$ cat config.mk
export PLATFORM = sky130hd
export DESIGN_NAME = otp_crc_status_monitor
export DESIGN_NICKNAME = d
export VERILOG_FILES = /design/src/otp_status_pkg.sv /design/src/otp_crc_engine.sv /design/src/otp_crc_status_monitor.sv
export SDC_FILE = /design/constraint.sdc
export NUM_CORES = 1
export LEC_CHECK = 0
export BUFFER_PORTS_ARGS = -buffer_cell sky130_fd_sc_hd__buf_2
export CAP_MARGIN = 5
export CORE_MARGIN = 5
export CORE_UTILIZATION = 45
export CTS_CLUSTER_SIZE = 28
export DETAILED_ROUTE_END_ITERATION = 10
export GPL_ROUTABILITY_DRIVEN = 0
export PLACE_DENSITY = 0.67
export SYNTH_ARGS = -nofsm -noshare
export SYNTH_HDL_FRONTEND = slang
export SYNTH_HIERARCHICAL = 1
export SYNTH_SLANG_ARGS = --single-unit
$ cat constraint.sdc
create_clock -name ref_clk -period 3.2 [get_ports ref_clk]
set_input_delay 0.64 -clock ref_clk [delete_from_list [all_inputs] [get_ports ref_clk]]
set_output_delay 0.64 -clock ref_clk [all_outputs]
set_load 0.03 [all_outputs]
$ cat src/otp_status_pkg.sv
package otp_status_pkg;

  // register offsets of the shadowed otp map
  localparam logic [3:0] FACTORY_FIRST_ADDR = 4'h0;    // first factory register
  localparam logic [3:0] FACTORY_LAST_ADDR  = 4'h4;    // last factory register
  localparam logic [3:0] USER_FIRST_ADDR    = 4'h5;    // first user register
  localparam logic [3:0] USER_LAST_ADDR     = 4'hb;    // last user register
  localparam logic [3:0] STATUS_CHECK_ADDR  = 4'hc;    // status check register
  localparam int         SHADOW_WORDS       = 13;      // shadow words 0x00..0x0c

  // bit positions inside the user registers
  localparam int USER_LOCK_BIT      = 7;               // lock bit of first user register
  localparam int EXT_ENABLE_BIT     = 7;               // extension enable in config 6
  localparam int FREE_RUN_BIT       = 6;               // free running transmit in config 6
  localparam int CRC_FIELD_LSB      = 5;               // stored user crc lsb in config 8

  // status check bit positions
  localparam int SC_TEST_INACTIVE   = 6;
  localparam int SC_RESERVED        = 5;
  localparam int SC_USER_OK         = 4;
  localparam int SC_OFFSET_INIT     = 3;
  localparam int SC_FACTORY_OK      = 2;
  localparam int SC_OFFSET_OK       = 1;
  localparam int SC_TEMP_OK         = 0;
  localparam logic SC_RESERVED_VALUE = 1'b0;           // reserved bit constant

  // crc engine constants
  localparam logic [2:0] CRC_SEED   = 3'h7;            // seed 111
  localparam logic [2:0] CRC_POLY   = 3'h3;            // x^3+x+1 without the x^3 term

  // julian date constants
  localparam logic [6:0] YEAR_BASE  = 7'h09;           // code 0000 gives year 9

  // regulator test timing
  localparam int CLK_NS             = 10;              // 100 MHz clock period
  localparam int CAPTEST_ADLY_NS    = 20000;           // delay after free_running_transmit_enable transmit
  localparam int CAPTEST_SDLY_NS    = 20000;           // delay after sync pulse
  localparam int CAPTEST_TIME_NS    = 2000;            // regulator off duration
  localparam int CAPTEST_RATE_NS    = 100000;          // repetition period of reg tests
  localparam int ADLY_CYC           = (CAPTEST_ADLY_NS + CLK_NS - 1) / CLK_NS;
  localparam int SDLY_CYC           = (CAPTEST_SDLY_NS + CLK_NS - 1) / CLK_NS;
  localparam int TIME_CYC           = (CAPTEST_TIME_NS + CLK_NS - 1) / CLK_NS;
  localparam int RATE_CYC           = CAPTEST_RATE_NS / CLK_NS;

  // init phase 2 user data carried to the framer
  typedef struct packed {
    logic       extEnable;     // extension nibbles valid
    logic [3:0] directionNib;  // sensing direction nibble
    logic [3:0] revision;      // product revision
    logic [6:0] julianYear;
    logic [3:0] julianMonth;
    logic [4:0] julianDay;
  } init_data_type;

  // regulator test enables
  typedef struct packed {
    logic bufferOff;
    logic digitalOff;
    logic analogOff;
  } reg_test_type;

endpackage : otp_status_pkg

$ cat src/otp_crc_engine.sv
`timescale 1ns/100ps
// serial 3-bit crc over a range of shadow words, restarting each pass
module otp_crc_engine #(
  parameter int NBITS = 8
) (
  input  wire logic             ref_clk,
  input  wire logic             rst,
  input  wire logic             enable,     // checking allowed
  input  wire logic [NBITS-1:0] dataBits,   // bits in feed order, index 0 first
  input  wire logic [2:0]       expected,   // stored crc
  output logic                  passDone,   // one-cycle end of pass
  output logic                  mismatch    // valid with passDone
);

  localparam int CW = $clog2(NBITS + 1);

  logic [CW-1:0] bitIndex;  // bit being fed
  logic [2:0]    remainder; // running remainder

  // one crc step, lsb-first stream
  function automatic logic [2:0] crc_step(input logic [2:0] r, input logic b);
    logic fb;
    fb = r[2] ^ b;
    crc_step = {r[1:0], 1'b0} ^ (fb ? otp_status_pkg::CRC_POLY : 3'h0);
  endfunction : crc_step

  // pass sequencer and remainder
  always_ff @(posedge ref_clk) begin
    if (rst || !enable) begin
      bitIndex  <= '0;
      remainder <= otp_status_pkg::CRC_SEED;
      passDone  <= 1'b0;
      mismatch  <= 1'b0;
    end else if (bitIndex == CW'(NBITS - 1)) begin
      // last bit: finish and restart from seed
      passDone  <= 1'b1;
      mismatch  <= crc_step(remainder, dataBits[bitIndex]) != expected;
      bitIndex  <= '0;
      remainder <= otp_status_pkg::CRC_SEED;
    end else begin
      passDone  <= 1'b0;
      mismatch  <= 1'b0;
      remainder <= crc_step(remainder, dataBits[bitIndex]);
      bitIndex  <= bitIndex + CW'(1);
    end
  end

endmodule : otp_crc_engine

$ cat src/otp_crc_status_monitor.sv
`timescale 1ns/100ps
module otp_crc_status_monitor (
  input  wire logic                          ref_clk,
  input  wire logic                          rst,
  input  wire logic [7:0]                    shadowWords [13],   // shadow copy 0x00..0x0c
  input  wire logic [7:0]                    factoryCfgBits,     // factory config bits
  input  wire logic                          factoryLocked,      // factory array locked
  input  wire logic                          programExecute,     // execute programming pulse
  input  wire logic                          writeRequest,       // otp write request
  input  wire logic                          testMode,           // device in test mode
  input  wire logic                          ocPhase1Done,       // offset phase 1 timer expired
  input  wire logic                          ocPhase2Done,       // offset phase 2 timer expired
  input  wire logic                          ocFilterNormal,     // filter in normal mode
  input  wire logic                          offsetLimit,        // offset limit reached
  input  wire logic                          tempFault,          // over/under temperature
  input  wire logic                          supplyLow,          // vcc below threshold
  input  wire logic                          syncPulse,          // sync pulse detected
  input  wire logic                          transmitStart,      // framer wants to start
  input  wire logic                          transmitDone,       // response finished
  input  wire logic [3:0]                    readAddr,           // register read address
  output logic [7:0]                         readData,           // register read data
  output logic                               writeAllowed,       // otp write permitted
  output logic                               transmitEnable,     // response may run
  output logic                               transmitAbort,      // abort current response
  output logic                               freeRunning,        // free_running_transmit_enable transmit mode
  output otp_status_pkg::init_data_type      initData,           // init phase 2 fields
  output otp_status_pkg::reg_test_type       regTest             // regulator disables
);

  localparam int USER_BITS = 7 * 8 - 4;  // seven words less lock and crc
  localparam int FACT_BITS = 5 * 8 + 7;  // five words plus config less lock

  // regulator test states
  typedef enum logic [2:0] {
    BUF_IDLE  = 3'b001,
    BUF_DELAY = 3'b010,
    BUF_OFF   = 3'b100
  } buf_state_type;

  logic               userOk;         // sticky user crc flag
  logic               factoryOk;      // sticky factory crc flag
  logic               userCrcOn;      // user checking enabled
  logic               userLockSeen;   // lock sampled after reset
  logic               userPass;
  logic               userMismatch;
  logic               factPass;
  logic               factMismatch;
  logic [USER_BITS-1:0] userStream;   // user bits in feed order
  logic [FACT_BITS-1:0] factStream;   // factory bits in feed order
  logic [7:0]         statusWord;     // assembled status
  logic               slotZero;       // time slot a is zero
  logic               waitSync;       // waiting for sync after dip
  buf_state_type      bufState;
  logic [31:0]        bufCount;
  logic [31:0]        rateCount;
  logic [31:0]        offCount;
  logic               periodicOff;

  // year code to julian year
  function automatic logic [6:0] year_decode(input logic [3:0] code);
    year_decode = otp_status_pkg::YEAR_BASE + {3'h0, code};
  endfunction : year_decode

  // direction code to nibble
  function automatic logic [3:0] dir_nibble(input logic [1:0] code);
    dir_nibble = {code, 2'b00};
  endfunction : dir_nibble

  // build crc streams, lsb first, ascending addresses
  always_comb begin
    // user range minus lock and crc
    userStream = {shadowWords[11][4:0], shadowWords[10], shadowWords[9], shadowWords[8],
                  shadowWords[7], shadowWords[6], shadowWords[5][6:0]};
    factStream = {factoryCfgBits[6:0], shadowWords[4], shadowWords[3], shadowWords[2],
                  shadowWords[1], shadowWords[0]};
  end

  // user check enable: lock after reset or after programming
  always_ff @(posedge ref_clk) begin
    if (rst) begin
      userLockSeen <= 1'b0;
      userCrcOn    <= 1'b0;
    end else begin
      userLockSeen <= 1'b1;
      // lock sampled at start or program command
      if ((!userLockSeen || programExecute) && shadowWords[5][otp_status_pkg::USER_LOCK_BIT])
        userCrcOn <= 1'b1;
    end
  end

  otp_crc_engine #(.NBITS(FACT_BITS)) factCrc (
    .ref_clk  (ref_clk),
    .rst      (rst),
    .enable   (factoryLocked),
    .dataBits (factStream),
    .expected (factoryCfgBits[7] ? shadowWords[4][2:0] : shadowWords[4][2:0]),
    .passDone (factPass),
    .mismatch (factMismatch)
  );

  otp_crc_engine #(.NBITS(USER_BITS)) userCrc (
    .ref_clk  (ref_clk),
    .rst      (rst),
    .enable   (userCrcOn),
    .dataBits (userStream),
    .expected (shadowWords[11][7:otp_status_pkg::CRC_FIELD_LSB]),
    .passDone (userPass),
    .mismatch (userMismatch)
  );

  // sticky error flags
  always_ff @(posedge ref_clk) begin
    if (rst) begin
      userOk    <= 1'b1;
      factoryOk <= 1'b1;
    end else begin
      if (userPass && userMismatch)
        userOk <= 1'b0;
      if (factPass && factMismatch)
        factoryOk <= 1'b0;
    end
  end

  // status word assembly
  always_comb begin
    statusWord = 8'h00;
    statusWord[otp_status_pkg::SC_TEST_INACTIVE] = !testMode;
    statusWord[otp_status_pkg::SC_RESERVED]      = otp_status_pkg::SC_RESERVED_VALUE;
    statusWord[otp_status_pkg::SC_USER_OK]       = userOk;
    statusWord[otp_status_pkg::SC_OFFSET_INIT]   = ocPhase1Done && ocPhase2Done && ocFilterNormal;
    statusWord[otp_status_pkg::SC_FACTORY_OK]    = factoryOk;
    statusWord[otp_status_pkg::SC_OFFSET_OK]     = !offsetLimit;
    statusWord[otp_status_pkg::SC_TEMP_OK]       = !tempFault;
  end

  // register read port
  always_ff @(posedge ref_clk) begin
    if (rst) begin
      readData <= 8'h00;
    end else if (readAddr == otp_status_pkg::STATUS_CHECK_ADDR) begin
      readData <= statusWord;
    end else if (readAddr < otp_status_pkg::STATUS_CHECK_ADDR) begin
      readData <= shadowWords[readAddr];
    end else begin
      readData <= 8'h00;
    end
  end

  assign writeAllowed = !shadowWords[5][otp_status_pkg::USER_LOCK_BIT];

  // init phase 2 data
  always_ff @(posedge ref_clk) begin
    if (rst) begin
      initData <= '0;
    end else begin
      initData.extEnable    <= shadowWords[9][otp_status_pkg::EXT_ENABLE_BIT];
      initData.directionNib <= dir_nibble(shadowWords[9][5:4]);
      initData.revision     <= shadowWords[9][3:0];
      initData.julianYear   <= year_decode(shadowWords[10][3:0]);
      initData.julianMonth  <= shadowWords[10][7:4];
      initData.julianDay    <= shadowWords[11][4:0];
    end
  end

  // free running mode when slot a is zero
  assign slotZero = (shadowWords[7] == 8'h00) && (shadowWords[6][1:0] == 2'b00);

  // free_running_transmit_enable when bit set and slot zero
  always_ff @(posedge ref_clk) begin
    if (rst)
      freeRunning <= 1'b0;
    else
      freeRunning <= shadowWords[9][otp_status_pkg::FREE_RUN_BIT] && slotZero;
  end

  // supply dip handling
  always_ff @(posedge ref_clk) begin
    if (rst) begin
      waitSync <= 1'b0;
    end else if (supplyLow) begin
      waitSync <= 1'b1;
    end else if (syncPulse) begin
      waitSync <= 1'b0;
    end
  end

  assign transmitAbort  = supplyLow;
  assign transmitEnable = transmitStart && !supplyLow && !waitSync;

  // buffer regulator test sequencer
  always_ff @(posedge ref_clk) begin
    if (rst) begin
      bufState <= BUF_IDLE;
      bufCount <= 32'h0;
    end else begin
      unique case (bufState)
        BUF_IDLE: begin
          if ((freeRunning && transmitDone) || (!freeRunning && syncPulse)) begin
            bufState <= BUF_DELAY;
            bufCount <= 32'h0;
          end
        end
        BUF_DELAY: begin
          if (bufCount == 32'((freeRunning ? otp_status_pkg::ADLY_CYC : otp_status_pkg::SDLY_CYC) - 1)) begin
            bufState <= BUF_OFF;
            bufCount <= 32'h0;
          end else begin
            bufCount <= bufCount + 32'h1;
          end
        end
        BUF_OFF: begin
          if (bufCount == 32'(otp_status_pkg::TIME_CYC - 1)) begin
            bufState <= BUF_IDLE;
            bufCount <= 32'h0;
          end else begin
            bufCount <= bufCount + 32'h1;
          end
        end
      endcase
    end
  end

  // periodic digital and analog regulator test
  always_ff @(posedge ref_clk) begin
    if (rst) begin
      rateCount   <= 32'h0;
      offCount    <= 32'h0;
      periodicOff <= 1'b0;
    end else begin
      if (rateCount == 32'(otp_status_pkg::RATE_CYC - 1)) begin
        rateCount   <= 32'h0;
        periodicOff <= 1'b1;
        offCount    <= 32'h0;
      end else begin
        rateCount <= rateCount + 32'h1;
        if (periodicOff) begin
          if (offCount == 32'(otp_status_pkg::TIME_CYC - 1))
            periodicOff <= 1'b0;
          offCount <= offCount + 32'h1;
        end
      end
    end
  end

  always_comb begin
    regTest.bufferOff  = (bufState == BUF_OFF);
    regTest.digitalOff = periodicOff;
    regTest.analogOff  = periodicOff;
  end

  // user flag stays cleared after a failing pass
  property p_user_sticky;
    @(posedge ref_clk) disable iff (rst)
      !userOk |=> !userOk;
  endproperty
  a_user_sticky: assert property (p_user_sticky) else $error("user flag recovered");

  property p_fact_fail;
    @(posedge ref_clk) disable iff (rst)
      (factPass && factMismatch) |=> !statusWord[otp_status_pkg::SC_FACTORY_OK];
  endproperty
  a_fact_fail: assert property (p_fact_fail) else $error("factory flag not cleared");

  property p_bit7;
    @(posedge ref_clk) disable iff (rst)
      (readAddr == otp_status_pkg::STATUS_CHECK_ADDR) |=> !readData[7];
  endproperty
  a_bit7: assert property (p_bit7) else $error("status bit 7 set");

  property p_abort;
    @(posedge ref_clk) disable iff (rst)
      supplyLow |=> !transmitEnable until syncPulse;
  endproperty
  a_abort: assert property (p_abort) else $error("transmit before sync");

  property p_buf_len;
    @(posedge ref_clk) disable iff (rst)
      $rose(regTest.bufferOff) |-> regTest.bufferOff [*8];
  endproperty
  a_buf_len: assert property (p_buf_len) else $error("buffer test too short");

  property p_lock_write;
    @(posedge ref_clk) disable iff (rst)
      shadowWords[5][otp_status_pkg::USER_LOCK_BIT] |-> !writeAllowed;
  endproperty
  a_lock_write: assert property (p_lock_write) else $error("write allowed when locked");

  property p_user_off;
    @(posedge ref_clk) disable iff (rst)
      !userCrcOn |-> !userPass;
  endproperty
  a_user_off: assert property (p_user_off) else $error("user crc ran disabled");

  property p_year;
    @(posedge ref_clk) disable iff (rst)
      $stable(shadowWords[10]) |=> initData.julianYear == year_decode($past(shadowWords[10][3:0]));
  endproperty
  a_year: assert property (p_year) else $error("julian year wrong");

endmodule : otp_crc_status_monitor

**After elaboration in Yosys (flattened, before gate mapping)**

Cells that the tools add are included.
W data, S select, Z words.

- Bitwise logic cells: 8
- $lt $le $gt $ge: 4
- Reduce and logical (&&, ||, !) cells: 35
- Eq/ne operators: 15
- Add/sub/neg operators: 6
- Multiplexer cells: 27

Operator list:

| operator | number |
|---|---|
| $add A32 B1 Y32 const B | 3 |
| $mux W32 | 3 |
| $pmux W32 S3 | 1 |
| $eq A32 B8 Y1 const B | 2 |
| $bmux W8 S4 | 1 |
| $eq A32 B11 Y1 const B | 1 |
| $eq A32 B14 Y1 const B | 1 |
| $mux W8 | 2 |
| $lt A6 B7 Y1 const B | 2 |
| $mux W7 | 2 |
| $add A6 B1 Y6 const B | 2 |
| $bmux W1 S6 | 2 |
| $eq A6 B6 Y1 const B | 2 |
| $logic_and A1 B1 Y1 | 11 |
| $logic_not A1 Y1 | 10 |
| $mux W1 | 10 |
| $reduce_or A2 Y1 | 5 |
| $mux W3 | 3 |
| $pmux W3 S3 | 1 |
| $logic_not A8 Y1 | 1 |
| $ne A3 B3 Y1 | 2 |
| $xor A3 B3 Y3 | 2 |
| $add A4 B4 Y5 const A | 1 |
| $ge A5 B5 Y1 const B | 1 |
| other kinds (16) | 24 |

- Output and inout port bits: 40
- Input bits: 131
- Logic and storage cells: 123
- Register bits: 161

**Longest topological paths before layout**

- Depth after elaboration: 6
- Mapped depth: 8

**Hierarchy**

Netlist, hierarchy kept.

Modules (own cells, without submodules):

| module | seq. area each (um^2) | times used | cells an instance | area an instance (um^2) |
|---|---|---|---|---|
| otp_crc_status_monitor | 2702.6 | 1 | 739 | 6705.2 |
| otp_crc_engine (userCrc) | 220.2 | 1 | 105 | 1029.7 |
| otp_crc_engine (factCrc) | 220.2 | 1 | 89 | 922.1 |

**Worst setup path before layout**

Ideal clock, no wire load.

- Path type: input -> register
- Start point: in readAddr[0]
- End point: reg readData[6]
- Path buffers: 3
- Slack: 0.682 ns
- Arrival time: 2.403 ns
- Setup time: 0.115 ns
- Data required time: 3.085 ns
- Stages: 6
- Path through: buf_2 buf_2 buf_2 mux4_2 mux4_2 and2_1

- Cells in the longest elaborated chain, start to end: 6
- Elaborated cells between the ends (all ways): 8

Ends and longest elaborated chain:

| item | line | source |
|---|---|---|
| from (decl) | otp_crc_status_monitor.sv:20 | `input wire logic [3:0] readAddr,` |
| $not A4 Y5 (not written as such) | otp_crc_status_monitor.sv:143 | `readData <= shadowWords[readAddr];` |
| $bmux W8 S4 | otp_crc_status_monitor.sv:143 |  |
| $mux W8 (not written as such) (2 in series) | otp_crc_status_monitor.sv:143 |  |
| $mux W7 | otp_crc_status_monitor.sv:142 | `end else if (readAddr < otp_status_pkg::STATUS_CHECK_ADDR) begin` |
| $mux W7 * | otp_crc_status_monitor.sv:140 | `end else if (readAddr == otp_status_pkg::STATUS_CHECK_ADDR) begin` |
| to (signal assigned) | otp_crc_status_monitor.sv:141 | `readData <= statusWord;` |
| to (signal assigned) | otp_crc_status_monitor.sv:143 |  |
| to (decl) | otp_crc_status_monitor.sv:21 | `output logic [7:0] readData,` |

Mark *: on every way between the ends. The rest lies on a longest branch, timed or not. The select of a mux whose other input is x is not followed.
A chain may end at the register's enable or synchronous reset.

**Final worst setup path**

- Start point: reg bufCount[8]
- End point: reg bufCount[31]

- Cells in the longest elaborated chain, start to end: 3
- Elaborated cells between the ends (all ways): 6

Ends and longest elaborated chain:

| item | line | source |
|---|---|---|
| from (decl) | otp_crc_status_monitor.sv:54 | `logic [31:0] bufCount;` |
| from (signal assigned) | otp_crc_status_monitor.sv:208 | `bufCount <= bufCount + 32'h1;` |
| from (signal assigned) | otp_crc_status_monitor.sv:216 | `bufCount <= bufCount + 32'h1;` |
| $add A32 B1 Y32 (tied with other cells) | otp_crc_status_monitor.sv:208, otp_crc_status_monitor.sv:216 |  |
| $mux W32 (on tied branches) | otp_crc_status_monitor.sv:212, otp_crc_status_monitor.sv:204 |  |
| $pmux W32 S3 * | otp_crc_status_monitor.sv:196 | `unique case (bufState)` |

Mark *: on every way between the ends. The rest lies on a longest branch, timed or not.

==> reports/results.txt <==
outcome: completed
mean cell area of the mapped netlist: 9.279 µm²
library cell used as clock root buffer: sky130_fd_sc_hd__clkbuf_16
number of hold violations in the final report: 0
Max Clk Rate: 389.9 MHz
number of antenna violations at the first check in global routing: 0
iteration-0 DRC count of the detailed router: 438
# nets final: 1207
ratio of total power to cell area: 459.4 mW/mm²
category of the critical setup timing path: reg -> reg
Synth Warn #: 6
die area: 0.02211 mm²
row count: 50
Global Route Usage Sum: 20.08%
most common cell after layout, fill and taps aside: sky130_fd_sc_hd__dfxtp_1
insertion delay to the later sink of the worst-skew pair: 0.43 ns
Multi-input gate area: 0.005152 mm²
horizontal die dimension: 148.7 µm
final total negative setup slack: 0 ns
Max Slew Vio Count: 0
Worst Path Max Fanout: 9
CTS tree: yes
dominant register cell in the synthesized netlist: sky130_fd_sc_hd__dfxtp_1
port buffer count: 156
number of synthesized register bits: 157
total routed wirelength: 21860 µm
detailed placer's ending HPWL: 16570 µm
via count of the first global-routing pass: 7260
area grow syn2layout: 18.01%
share of async-settable or async-resettable flops after synthesis: 0%
LEAKAGE: 3.772 nW
number of optimization iterations in the first detailed-route pass: 5
ports placed on the boundary: 171
number of distinct standard cells referenced by the synthesized netlist: 70
setup repair after global routing missed its margin: false
number of CTS-inserted buffers: 17
proportion of synthesized chip area in sequential cells: 36.31%
worst rel slew slack: 41.03%
hold-fix buffer count after cts: 0
post_cts resized: 0
netlist area before placement: 0.008657 mm²
Core Area: 0.01883 mm²
number of enable flip-flop cells after synthesis: 0
CP Launch Type: flip-flop
antenna violation net count after detailed routing: 0
Via-to-Cell Ratio: 5.560
routed via count: 7456
Sequential Area: 0.003143 mm²
effective utilization at floorplan: 45.97%
clock edge transition at the registers on the reported setup and hold paths: 0.06 ns
number of endpoints failing setup at the final stage: 0
die span in y: 148.7 µm
buffer levels on the longest clock path: 2
worst ir drop on vdd: 0.3477 mV
data required time at the worst endpoint: 3.56 ns
number of clock sinks: 157
classification of the worst-slack hold path: in -> reg
H-tree depth reported by CTS: 4
count of maximum capacitance violations: 0
# DRC: 0
pin count of the biggest net entering global routing: 39
most frequent cells in the layout: sky130_fd_sc_hd__dfxtp_1, sky130_fd_sc_hd__buf_2, sky130_fd_sc_hd__nor2_1
minimum clock period: 2.565 ns
filler instances: 1697
share of final-layout standard cells stronger than drive strength 1: 23.77%
depth of the worst hold-timing path: 3
actual slew at the worst max-slew pin: 0.8833 ns
final setup skew: 0.01270 ns
antenna diode count: 0
worst-case reg-to-reg path depth: 5
Setup Fix Bufs, Post-CTS: 0
endpoint class of the critical path: flip-flop
routed wirelength normalized by instance count: 16.30 µm
global-route wire length before repair: 36020 µm
overall overflow remaining after global route: 0
worst endpoint data arrival time: 2.93 ns
Syn Inst Count: 933
utilization of the core after routing: 54.25%
ratio of final minimum period to clock period: 80.15%
==> layout make-up <==
| cell class | instances | share of cell area (%) |
|---|---|---|
| clock buffers | 20 | 4.372 |
| clock inverters | 11 | 1.555 |
| inverters | 23 | 0.8451 |
| multi-input cells | 701 | 50.44 |
| flip-flops and latches | 157 | 30.77 |
| well taps | 260 | 3.184 |
| repair buffers | 169 | 8.843 |
==> path summary, 6_finish.rpt <==
| kind | startpoint | end | slack, ns |
|---|---|---|---|
| worst max-delay path | bufCount[8] | bufCount[31] | 0.64 |
| worst min register to register | factoryOk | factoryOk | 0.46 |
| worst max register to register | bufCount[8] | bufCount[31] | 0.64 |
| worst min-delay path | supplyLow | waitSync | 0.45 |
==> kinds of logic after synthesis <==
logic type | synth area share, %
adder cells (fa/ha/maj) | 1.012
AO/OA/AOI/OAI | 6.360
other | 0.04332
AND/OR/NAND/NOR | 27.03
flip-flops | 36.31
XOR/XNOR | 9.770
buffers and inverters | 4.307
multiplexers | 15.18
==> registers in the layout, indices dropped and copies added (netlist names), 3 cells and up <==
name and count:
bufCount 32, offCount 32, rateCount 32, initData 21
readData 8, factCrc/bitIndex 6, userCrc/bitIndex 6, bufState 3
factCrc/remainder 3, userCrc/remainder 3
==> through the flow <==
step	hold WS (ns)	std cells	power (mW)	setup slack, ns	cell area (µm²)
floorplan	0.4218	936	2.443	0.6824	8668
global placement	0.4436	1310	2.648	0.6680	9610
detailed placement	0.4526	1310	2.652	0.6615	9610
CTS	0.4452	1341	4.738	0.6441	10220
global route	0.4637	1341	4.884	0.4530	10220
finish	0.4486	1341	4.693	0.6351	10220
==> power by group <==
part | switching, mW | leakage (nW) | total, mW | internal (mW)
Sequential | 0.0365 | 1.28 | 2.04 | 2.00
Combinational | 0.317 | 2.21 | 0.569 | 0.252
Clock | 0.831 | 0.285 | 2.09 | 1.26
Total | 1.18 | 3.77 | 4.69 | 3.51
==> synth_stat cells (4+ instances only) <==
library cell | number | share of area, %
sky130_fd_sc_hd__xor2_1 | 39 | 3.9
sky130_fd_sc_hd__o211ai_1 | 7 | 0.61
sky130_fd_sc_hd__o22ai_1 | 4 | 0.29
sky130_fd_sc_hd__o21ai_0 | 10 | 0.58
sky130_fd_sc_hd__mux4_2 | 41 | 11
sky130_fd_sc_hd__dfxtp_1 | 157 | 36
sky130_fd_sc_hd__buf_1 | 4 | 0.17
sky130_fd_sc_hd__mux4_1 | 4 | 1.2
sky130_fd_sc_hd__nor2_1 | 126 | 5.5
sky130_fd_sc_hd__nand2_1 | 68 | 2.9
sky130_fd_sc_hd__nor2b_1 | 27 | 2.0
sky130_fd_sc_hd__ha_1 | 7 | 1.0
sky130_fd_sc_hd__o31ai_1 | 4 | 0.35
sky130_fd_sc_hd__mux2i_1 | 24 | 2.8
sky130_fd_sc_hd__buf_2 | 9 | 0.52
sky130_fd_sc_hd__or4_1 | 5 | 0.43
sky130_fd_sc_hd__nor4b_1 | 4 | 0.40
sky130_fd_sc_hd__a21oi_1 | 14 | 0.81
sky130_fd_sc_hd__or3_1 | 8 | 0.58
sky130_fd_sc_hd__nand4_1 | 25 | 1.8
sky130_fd_sc_hd__nor4_1 | 39 | 2.8
sky130_fd_sc_hd__nand2b_1 | 8 | 0.58
sky130_fd_sc_hd__nand3_1 | 46 | 2.7
sky130_fd_sc_hd__and4_1 | 12 | 1.2
sky130_fd_sc_hd__clkbuf_1 | 29 | 1.3
sky130_fd_sc_hd__nor3_1 | 20 | 1.2
sky130_fd_sc_hd__xnor2_1 | 55 | 5.6
sky130_fd_sc_hd__buf_4 | 10 | 0.87
sky130_fd_sc_hd__and3_1 | 18 | 1.3
sky130_fd_sc_hd__a211oi_1 | 5 | 0.43
sky130_fd_sc_hd__nor3b_1 | 10 | 0.87
sky130_fd_sc_hd__inv_1 | 22 | 0.95
sky130_fd_sc_hd__and2_1 | 10 | 0.72
==> per-layer routing <==
layer	wire, µm	vias up	global-route usage (%)	part of all wire, %
li1	-	3650	-	-
met1	9301	3498	26.48	43
met2	10300	265	31.85	47
met3	1691	43	5.820	7.7
met4	568	0	6.513	2.6
met5	0	-	0	0
==> critical path: stages (launching register included) <==
cell and delay [ns]:
sky130_fd_sc_hd__dfxtp_1 0.43, sky130_fd_sc_hd__nand3_2 0.16, sky130_fd_sc_hd__or4_1 0.73, sky130_fd_sc_hd__or4_4 0.56, sky130_fd_sc_hd__or4_1 0.48, sky130_fd_sc_hd__a21oi_1 0.14
Note: power is estimated with default switching activity, not from simulation.
